--- src/logic/ebt_pkg.sv ---
// constants shared by the interval timer block
package ebt_pkg;
  // register indices and byte addresses (address = index * 4)
  localparam logic [7:0] EBT_MODE_IDX = 8'hD8;
  localparam logic [7:0] EBT_COUNT_IDX = 8'hD9;
  localparam logic [7:0] EBT_STAT_IDX = 8'hE0;
  localparam logic [7:0] EBT_IEN_IDX = 8'hE1;
  localparam logic [11:0] EBT_MODE_ADDR = {2'b00, EBT_MODE_IDX, 2'b00};
  localparam logic [11:0] EBT_COUNT_ADDR = {2'b00, EBT_COUNT_IDX, 2'b00};
  localparam logic [11:0] EBT_STAT_ADDR = {2'b00, EBT_STAT_IDX, 2'b00};
  localparam logic [11:0] EBT_IEN_ADDR = {2'b00, EBT_IEN_IDX, 2'b00};
  // mode register field positions
  localparam int EBT_ENB_BIT = 7;
  localparam int EBT_RATE_HI = 6;
  localparam int EBT_RATE_LO = 4;
  localparam int EBT_SRC_BIT = 0;
  // values after reset, and the top count
  localparam logic [7:0] EBT_MODE_RST = 8'h00;
  localparam logic [7:0] EBT_COUNT_RST = 8'h00;
  localparam logic [7:0] EBT_MAX_COUNT = 8'hFF;
  // real-time source and its fixed interval
  localparam int EBT_RTC_FREQ_HZ = 32768;
  localparam int EBT_RTC_INTERVAL_MS = 500;
  localparam int EBT_COUNT_SPAN = 256;
  localparam int EBT_RTC_DIV = EBT_RTC_FREQ_HZ * EBT_RTC_INTERVAL_MS / 1000 / EBT_COUNT_SPAN;
  localparam logic [2:0] EBT_RTC_CODE = 3'(8 - $clog2(EBT_RTC_DIV));
  // bus answers
  localparam logic [1:0] EBT_RESP_OKAY = 2'b00;
  localparam logic [1:0] EBT_RESP_SLVERR = 2'b10;
endpackage

--- src/logic/ebt_tick_if.sv ---
// link between the timer core and one prescaler
`timescale 1ns/1ns
interface ebt_tick_if;
  logic run;
  logic step;
  logic [2:0] sel;
  logic tick;
  modport prescaler (input run, input step, input sel, output tick);
  modport user (output run, output step, output sel, input tick);
endinterface

--- src/logic/ebt_prescaler.sv ---
// power-of-two prescaler giving a one-cycle tick
`timescale 1ns/1ns
module ebt_prescaler
  import ebt_pkg::*;
(
  // clock and reset
  input wire logic clk,
  input wire logic srst,
  // control and tick
  ebt_tick_if.prescaler tk
);
  typedef struct packed {
    logic [7:0] cnt;
    logic tick;
  } ebt_pre_state_type;

  ebt_pre_state_type st_reg, st_next;
  logic [7:0] low_mask; // bits that must all be one

  // divide by 2^(8-sel): count step pulses
  always_comb begin
    st_next = st_reg;
    low_mask = 8'hFF >> tk.sel;
    st_next.tick = 1'b0;
    if (!tk.run) begin
      st_next.cnt = 8'h00;
    end else if (tk.step) begin
      // tick on each 2^(8-sel) steps
      st_next.tick = ((st_reg.cnt & low_mask) == low_mask);
      st_next.cnt = st_reg.cnt + 8'h01;
    end
  end

  // state register
  always_ff @(posedge clk) begin
    if (srst) begin
      st_reg <= '0;
    end else begin
      st_reg <= st_next;
    end
  end

  assign tk.tick = st_reg.tick;
endmodule

--- src/logic/ebt_timer.sv ---
// eight-bit interval timer with real-time mode and register slave
// ------------------------------------------------------------
// Overview of operation
// up counter, roll-over raises time-out request
// real-time mode needs the rc-with-rtc option
// enabled timer time-out wakes from green mode
// software clears request after half rtc period
// real-time mode spans 256 counts, half second
// mode bit 7 runs or stops, reset clears
// mode bits 6:4 divide clock by 2^(8-code)
// mode bit 0 selects real-time source
// rate field ignored in real-time mode
// count register loads on write, reads live
// software does not write count in real-time
// software preloads 256 minus interval times rate
// software follows the stop-configure-enable order
// sticky request, gated by interrupt enable
// ------------------------------------------------------------
`timescale 1ns/1ns
module ebt_timer
  import ebt_pkg::*;
(
  // clock and reset
  input wire logic clk,
  input wire logic srst,
  // axi4-lite write address
  input wire logic [11:0] s_axi_awaddr,
  input wire logic s_axi_awvalid,
  output logic s_axi_awready,
  // axi4-lite write data
  input wire logic [31:0] s_axi_wdata,
  input wire logic [3:0] s_axi_wstrb,
  input wire logic s_axi_wvalid,
  output logic s_axi_wready,
  // axi4-lite write response
  output logic [1:0] s_axi_bresp,
  output logic s_axi_bvalid,
  input wire logic s_axi_bready,
  // axi4-lite read address
  input wire logic [11:0] s_axi_araddr,
  input wire logic s_axi_arvalid,
  output logic s_axi_arready,
  // axi4-lite read data
  output logic [31:0] s_axi_rdata,
  output logic [1:0] s_axi_rresp,
  output logic s_axi_rvalid,
  input wire logic s_axi_rready,
  // real-time source and option strap
  input wire logic rtc_clk_in,
  input wire logic internal_rc_with_rtc_option,
  // interrupt and wake-up
  output logic irq,
  output logic green_wake
);

  // ------------------------------------------------------------
  // state
  // ------------------------------------------------------------
  typedef struct packed {
    logic count_enable_bit;     // mode bit 7
    logic [2:0] prescale_select; // mode bits 6:4
    logic rtc_source_select;    // mode bit 0
    logic [7:0] count;          // live counter
    logic overflow_request_flag; // sticky status
    logic overflow_irq_enable;  // interrupt mask
    logic rtc_prev;             // last rtc level
    logic irq;                  // interrupt output
    logic wake;                 // wake-up pulse
    logic [11:0] awaddr;        // held write address
    logic aw_got;               // write address taken
    logic [7:0] wdata;          // held write byte
    logic wbyte;                // low lane strobed
    logic w_got;                // write data taken
    logic awready;
    logic wready;
    logic bvalid;
    logic [1:0] bresp;
    logic arready;
    logic rvalid;
    logic [1:0] rresp;
    logic [31:0] rdata;
  } ebt_state_type;

  ebt_state_type st_reg, st_next;

  // prescaler links
  ebt_tick_if cpu_tk ();
  ebt_tick_if rtc_tk ();

  // ------------------------------------------------------------
  // prescalers
  // ------------------------------------------------------------
  // cpu clock prescaler, rate from mode register
  ebt_prescaler u_cpu_pre (
    .clk(clk),
    .srst(srst),
    .tk(cpu_tk)
  );

  // real-time prescaler, fixed half-second span
  ebt_prescaler u_rtc_pre (
    .clk(clk),
    .srst(srst),
    .tk(rtc_tk)
  );

  logic rtc_mode;     // real-time counting in force
  logic count_tick;   // one count step this cycle
  logic do_write;     // write commits this cycle
  logic wr_count;     // write hits count register
  logic roll;         // counter rolls over
  logic [7:0] rd_byte; // read value before widening
  logic rd_ok;        // read address is mapped

  // real-time mode only with the rc-with-rtc option
  assign rtc_mode = st_reg.rtc_source_select && internal_rc_with_rtc_option;

  // source choice drives which prescaler runs
  assign cpu_tk.run = st_reg.count_enable_bit && !rtc_mode;
  assign cpu_tk.step = 1'b1;
  assign cpu_tk.sel = st_reg.prescale_select;
  // rate field does not reach the real-time path
  assign rtc_tk.run = st_reg.count_enable_bit && rtc_mode;
  assign rtc_tk.step = rtc_clk_in && !st_reg.rtc_prev;
  // fixed divider gives 256 counts per half second
  assign rtc_tk.sel = EBT_RTC_CODE;

  assign count_tick = rtc_mode ? rtc_tk.tick : cpu_tk.tick;
  assign do_write = st_reg.aw_got && st_reg.w_got && !st_reg.bvalid;
  assign wr_count = do_write && st_reg.wbyte && (st_reg.awaddr == EBT_COUNT_ADDR);
  assign roll = count_tick && st_reg.count_enable_bit && (st_reg.count == EBT_MAX_COUNT);

  // ------------------------------------------------------------
  // read mux
  // ------------------------------------------------------------
  // select the byte for a read address
  always_comb begin
    rd_byte = 8'h00;
    rd_ok = 1'b1;
    unique case (s_axi_araddr)
      EBT_MODE_ADDR: begin
        rd_byte = {st_reg.count_enable_bit, st_reg.prescale_select, 3'b000,
                   st_reg.rtc_source_select};
      end
      EBT_COUNT_ADDR: begin
        rd_byte = st_reg.count;
      end
      EBT_STAT_ADDR: begin
        rd_byte = {7'b000_0000, st_reg.overflow_request_flag};
      end
      EBT_IEN_ADDR: begin
        rd_byte = {7'b000_0000, st_reg.overflow_irq_enable};
      end
      default: begin
        rd_ok = 1'b0;
      end
    endcase
  end

  // ------------------------------------------------------------
  // next state
  // ------------------------------------------------------------
  always_comb begin
    st_next = st_reg;
    st_next.rtc_prev = rtc_clk_in;
    st_next.wake = 1'b0;

    // write address channel
    if (s_axi_awvalid && st_reg.awready) begin
      st_next.awaddr = s_axi_awaddr;
      st_next.aw_got = 1'b1;
    end
    // write data channel
    if (s_axi_wvalid && st_reg.wready) begin
      st_next.wdata = s_axi_wdata[7:0];
      st_next.wbyte = s_axi_wstrb[0];
      st_next.w_got = 1'b1;
    end

    // counting step
    if (count_tick && st_reg.count_enable_bit) begin
      // roll from all ones to zero and keep going
      st_next.count = st_reg.count + 8'h01;
    end
    // time-out while enabled wakes green mode
    if (roll) begin
      st_next.wake = 1'b1;
    end

    // commit of a write with both halves held
    if (do_write) begin
      st_next.aw_got = 1'b0;
      st_next.w_got = 1'b0;
      st_next.bvalid = 1'b1;
      st_next.bresp = EBT_RESP_OKAY;
      unique case (st_reg.awaddr)
        EBT_MODE_ADDR: begin
          if (st_reg.wbyte) begin
            // bit 7 runs or stops the timer
            st_next.count_enable_bit = st_reg.wdata[EBT_ENB_BIT];
            // rate code in bits 6:4
            st_next.prescale_select = st_reg.wdata[EBT_RATE_HI:EBT_RATE_LO];
            // source bit holds only with the option
            st_next.rtc_source_select =
              st_reg.wdata[EBT_SRC_BIT] && internal_rc_with_rtc_option;
          end
        end
        EBT_COUNT_ADDR: begin
          // write loads the present count
          if (st_reg.wbyte) begin
            st_next.count = st_reg.wdata;
          end
        end
        EBT_STAT_ADDR: begin
          // write one clears the request flag
          if (st_reg.wbyte && st_reg.wdata[0]) begin
            st_next.overflow_request_flag = 1'b0;
          end
        end
        EBT_IEN_ADDR: begin
          if (st_reg.wbyte) begin
            st_next.overflow_irq_enable = st_reg.wdata[0];
          end
        end
        default: begin
          st_next.bresp = EBT_RESP_SLVERR;
        end
      endcase
    end
    // roll-over sets the sticky flag, set beats clear
    if (roll) begin
      st_next.overflow_request_flag = 1'b1;
    end
    // interrupt passes only while enabled
    st_next.irq = st_next.overflow_request_flag && st_next.overflow_irq_enable;

    // write response channel
    if (st_reg.bvalid && s_axi_bready) begin
      st_next.bvalid = 1'b0;
    end
    st_next.awready = !st_next.aw_got && !st_next.bvalid;
    st_next.wready = !st_next.w_got && !st_next.bvalid;

    // read channels, one read under way at most
    if (s_axi_arvalid && st_reg.arready) begin
      st_next.rvalid = 1'b1;
      st_next.rdata = {24'h00_0000, rd_byte};
      st_next.rresp = rd_ok ? EBT_RESP_OKAY : EBT_RESP_SLVERR;
    end else if (st_reg.rvalid && s_axi_rready) begin
      st_next.rvalid = 1'b0;
    end
    st_next.arready = !st_next.rvalid && !(s_axi_arvalid && st_reg.arready);
  end

  // ------------------------------------------------------------
  // state register
  // ------------------------------------------------------------
  always_ff @(posedge clk) begin
    if (srst) begin
      st_reg <= '0;
      st_reg.count_enable_bit <= EBT_MODE_RST[EBT_ENB_BIT];
      st_reg.count <= EBT_COUNT_RST;
    end else begin
      st_reg <= st_next;
    end
  end

  // ------------------------------------------------------------
  // outputs
  // ------------------------------------------------------------
  assign s_axi_awready = st_reg.awready;
  assign s_axi_wready = st_reg.wready;
  assign s_axi_bvalid = st_reg.bvalid;
  assign s_axi_bresp = st_reg.bresp;
  assign s_axi_arready = st_reg.arready;
  assign s_axi_rvalid = st_reg.rvalid;
  assign s_axi_rdata = st_reg.rdata;
  assign s_axi_rresp = st_reg.rresp;
  assign irq = st_reg.irq;
  assign green_wake = st_reg.wake;
endmodule

--- config.mk ---
export PLATFORM = sky130hd
export DESIGN_NAME = ebt_timer
export DESIGN_NICKNAME = d
export VERILOG_FILES = /design/src/logic/ebt_pkg.sv /design/src/logic/ebt_tick_if.sv /design/src/logic/ebt_prescaler.sv /design/src/logic/ebt_timer.sv
export SDC_FILE = /design/constraint.sdc
export NUM_CORES = 1
export LEC_CHECK = 0
export BUFFER_PORTS_ARGS = -buffer_cell sky130_fd_sc_hd__buf_2
export CAP_MARGIN = 20
export CORE_UTILIZATION = 35
export CTS_BUF_LIST = sky130_fd_sc_hd__clkbuf_4
export DETAILED_ROUTE_END_ITERATION = 8
export GPL_TIMING_DRIVEN = 1
export PLACE_DENSITY = 0.55
export SLEW_MARGIN = 0
export SYNTH_ARGS = -nofsm -noshare
export SYNTH_HDL_FRONTEND = slang
export SYNTH_HIERARCHICAL = 1
export SYNTH_SLANG_ARGS = --single-unit
--- constraint.sdc ---
create_clock -name clk -period 2.1 [get_ports clk]
set_clock_uncertainty 0.05 [all_clocks]
set_input_delay 0.105 -clock clk [delete_from_list [all_inputs] [get_ports clk]]
set_output_delay 0.105 -clock clk [all_outputs]
set_load 0.03 [all_outputs]
==> impl_metrics.ini <==
[status]
run_status = finished, final reports clean

[floorplanning]
ios = 112
rows = 36
dieArea_sq_um = 10400
die_y_um = 102
core_area_sq_um = 9730
floorplan.initialDensity_pct = 36.0
die-width_um = 102

[setup_path]
critPathTopFamily = simple AND/OR/NAND/NOR gates
crit_fanout = 7
reg2reg_from = st_reg[52]
end_kind = register
cp_num_cells = 4
cp_data_arrival_time_ns = 1.95
crit_type = reg2reg
rrSetupSlack_ns = 0.43
critPathRequiredTime_ns = 2.38
path_cells = nor4_4 -> and4b_1 -> a311o_1 -> nand2_1
cpMaxStageDelayCell = nor4_4
critPathLaunchType = register
slowest_delay_ns = 0.44
r2r_cells = 4
rr_endpoint = st_reg[68]
path_buf_inv = 0

[pwr]
max-vdd-ir-drop_v = 0.000354
leakage_nw = 1.66
powerDensity_nw_per_um2 = 661

[job]
max_cap_viol_count = 0

[clock_network]
cts_tree = yes
root_buffer = clkbuf_4
post-cts-setup-buffers = 0
insertion_delay_ns = 0.43
cts_hold_buf = 30
clkTransAtPathRegs_ns = 0.13
clockBufferDepth = 2
cts_resized = 0
cts.sinks = 74
htree_levels = 3
numCtsBuffers = 9

[min_path]
min_to = s_axi_rresp[1]
min_from = s_axi_araddr[1]
hold_depth = 4
hp-class = in2reg

[routing]
drtIter0Drc = 70
first_pass_iters = 4
ant_nets = 0
vias_per_cell = 4.73
routed_wl_mm = 7.42
remaining_drc_errors = 0
num_vias = 2984
wl_per_cell_um = 11.8

[sta]
final_hold_viol_count = 0
slew_violations = 0
rsz0062_at_grt = false
tns_ns = 0
fmax_mhz = 597
min_period_ns = 1.67
holdWs_ns = 0.0835
slew_headroom_pct = 58.9
finalCritPeriodShare_pct = 79.7
worst_slew_pin_slew_ns = 0.616
setup_violations = 0

[layout]
fin_nets = 565
final_cells = 631
largest_register_ffs = 36
area_growth_pct = 20.5
diodes = 0
stdcell_area_sq_um = 4220
drive_above_1_share_pct = 18.1
utilization_pct = 43.3

[yosys]
ys.flop_type = dfxtp_1
synth_area_leaders = dfxtp_1, buf_4, nand2_1, a21oi_1, mux2i_1
ys_types = 61
synthArstFlopShare_pct = 0
synth_top_area_share_pct = 42.3
synth_edf_count = 0
syn_avg_cell_area_sq_um = 8.49
syn_area_sq_um = 3500
ys_ff_latch = 74
yosysWarnings = 6
ys_seq_area_share_pct = 42.3
synth_top_cell_by_area = dfxtp_1
netlist_instances = 412

[placement]
gp_congestion = 0.766
dp.cells = 585
place_area_sq_um = 3740
dp_hpwl_mm = 5.21
port_buffers = 58

[grt]
grt_pass1_vias = 2671
grt_pass1_wl_mm = 12.2
grt-ovfl-total = 0
antenna_found_initial = 0
grt_max_degree = 31
grt_util_all_layers_pct = 15.0
worst register-to-register path, delay by kind of cell (launching register included):
| family | cells | cell delay (ns) |
|---|---|---|
| DFF | 1 | 0.35 |
| and+or+nand+nor | 3 | 0.92 |
| AOI/OAI and AO/OA | 1 | 0.26 |
layout make-up:
cell class | instances | area (sq um)
Clock buffer | 9 | 67.6
Clock inverter | 7 | 103
Tap cell | 133 | 166
Sequential cell | 74 | 1480
Timing Repair Buffer | 91 | 613
Fill cell | 1017 | 5510
Multi-Input combinational cell | 313 | 1770
Inverter | 4 | 15.0
Yosys cell counts (all sizes together), types with 2 or more instances:
cell / n
dfxtp: 74
nand2: 70
a21oi: 40
buf: 40
o21ai: 28
nor2: 26
clkbuf: 14
nand3: 13
mux2i: 10
xor2: 9
a211oi: 8
nand4: 8
inv: 4
or3: 4
and3: 3
and4b: 3
ha: 3
nand2b: 3
nor2b: 3
nor3: 3
nor4: 3
o2111ai: 3
o31ai: 3
or4: 3
or4b: 3
xnor2: 3
a21boi: 2
and2: 2
and3b: 2
and4: 2
conb: 2
nand3b: 2
o211a: 2
o31a: 2
cell usage in the layout (no fill, tap or decap), drive strengths merged, types with 2 or more instances in the layout:
master and n:
a211oi 8, nor2b 3, nor2 26, conb 35
o31ai 3, clkinv 3, and4b 3, clkbuf 9
nand4 8, dfxtp 74, and2 2, bufinv 2
inv 5, xnor2 3, a21boi 2, or4b 3
mux2i 10, nand3 13, nand2b 3, o21ai 28
o211a 2, o2111ai 3, a21oi 40, ha 3
nand2 70, or4 3, and3 3, nand3b 2
dlygate4sd3 30, or3 4, nor4 3, and3b 2
nor3 3, and4 2, buf 61, o31a 2
xor2 9
metal layers:
layer	global-route usage, %	up-vias	part of all wire (%)	wire length, um
met1	19.5	1357	50	3690
met2	23.8	83	45	3310
met4	5.60	0	1.0	76
li1	-	1536	-	-
met5	0	-	0	0
met3	4.24	8	4.7	349
stage by stage:
stage          total power, mW  setup slack (ns)
2_1_floorplan             1.71             0.427
3_3_place_gp              1.73             0.481
3_5_place_dp              1.74             0.454
4_1_cts                   2.83             0.439
5_1_grt                   2.93             0.324
6_report                  2.79             0.426
worst max path at each step:
stage	from	end	slack (ns)
5_1_grt	st_reg[52]	st_reg[68]	0.32
2_1_floorplan	s_axi_bvalid	irq	0.43
3_5_place_dp	st_reg[52]	irq	0.45
4_1_cts	st_reg[52]	st_reg[68]	0.44
6_report	st_reg[52]	st_reg[68]	0.43
3_3_place_gp	st_reg[52]	irq	0.48
where the power goes:
group          total (mW)  switching, mW  internal [mW]
registers            1.46         0.0240           1.44
logic               0.286          0.176          0.110
clock network        1.04          0.549          0.492
total                2.79          0.749           2.04
kinds of logic (layout without fill, tap and decap cells):
logic type | count (synthesis) | count (layout) | share of synthesized area, %
AO/OA/AOI/OAI | 95 | 95 | 16.3
XOR/XNOR | 12 | 12 | 3.00
adder cells (fa/ha/maj) | 3 | 3 | 1.07
buffers and inverters | 58 | 111 | 10.6
flip-flops | 74 | 74 | 42.3
multiplexers | 10 | 10 | 2.86
other | 2 | 35 | 0.215
AND/OR/NAND/NOR | 158 | 158 | 23.5
No activity file was read; power rests on OpenSTA's default activity.
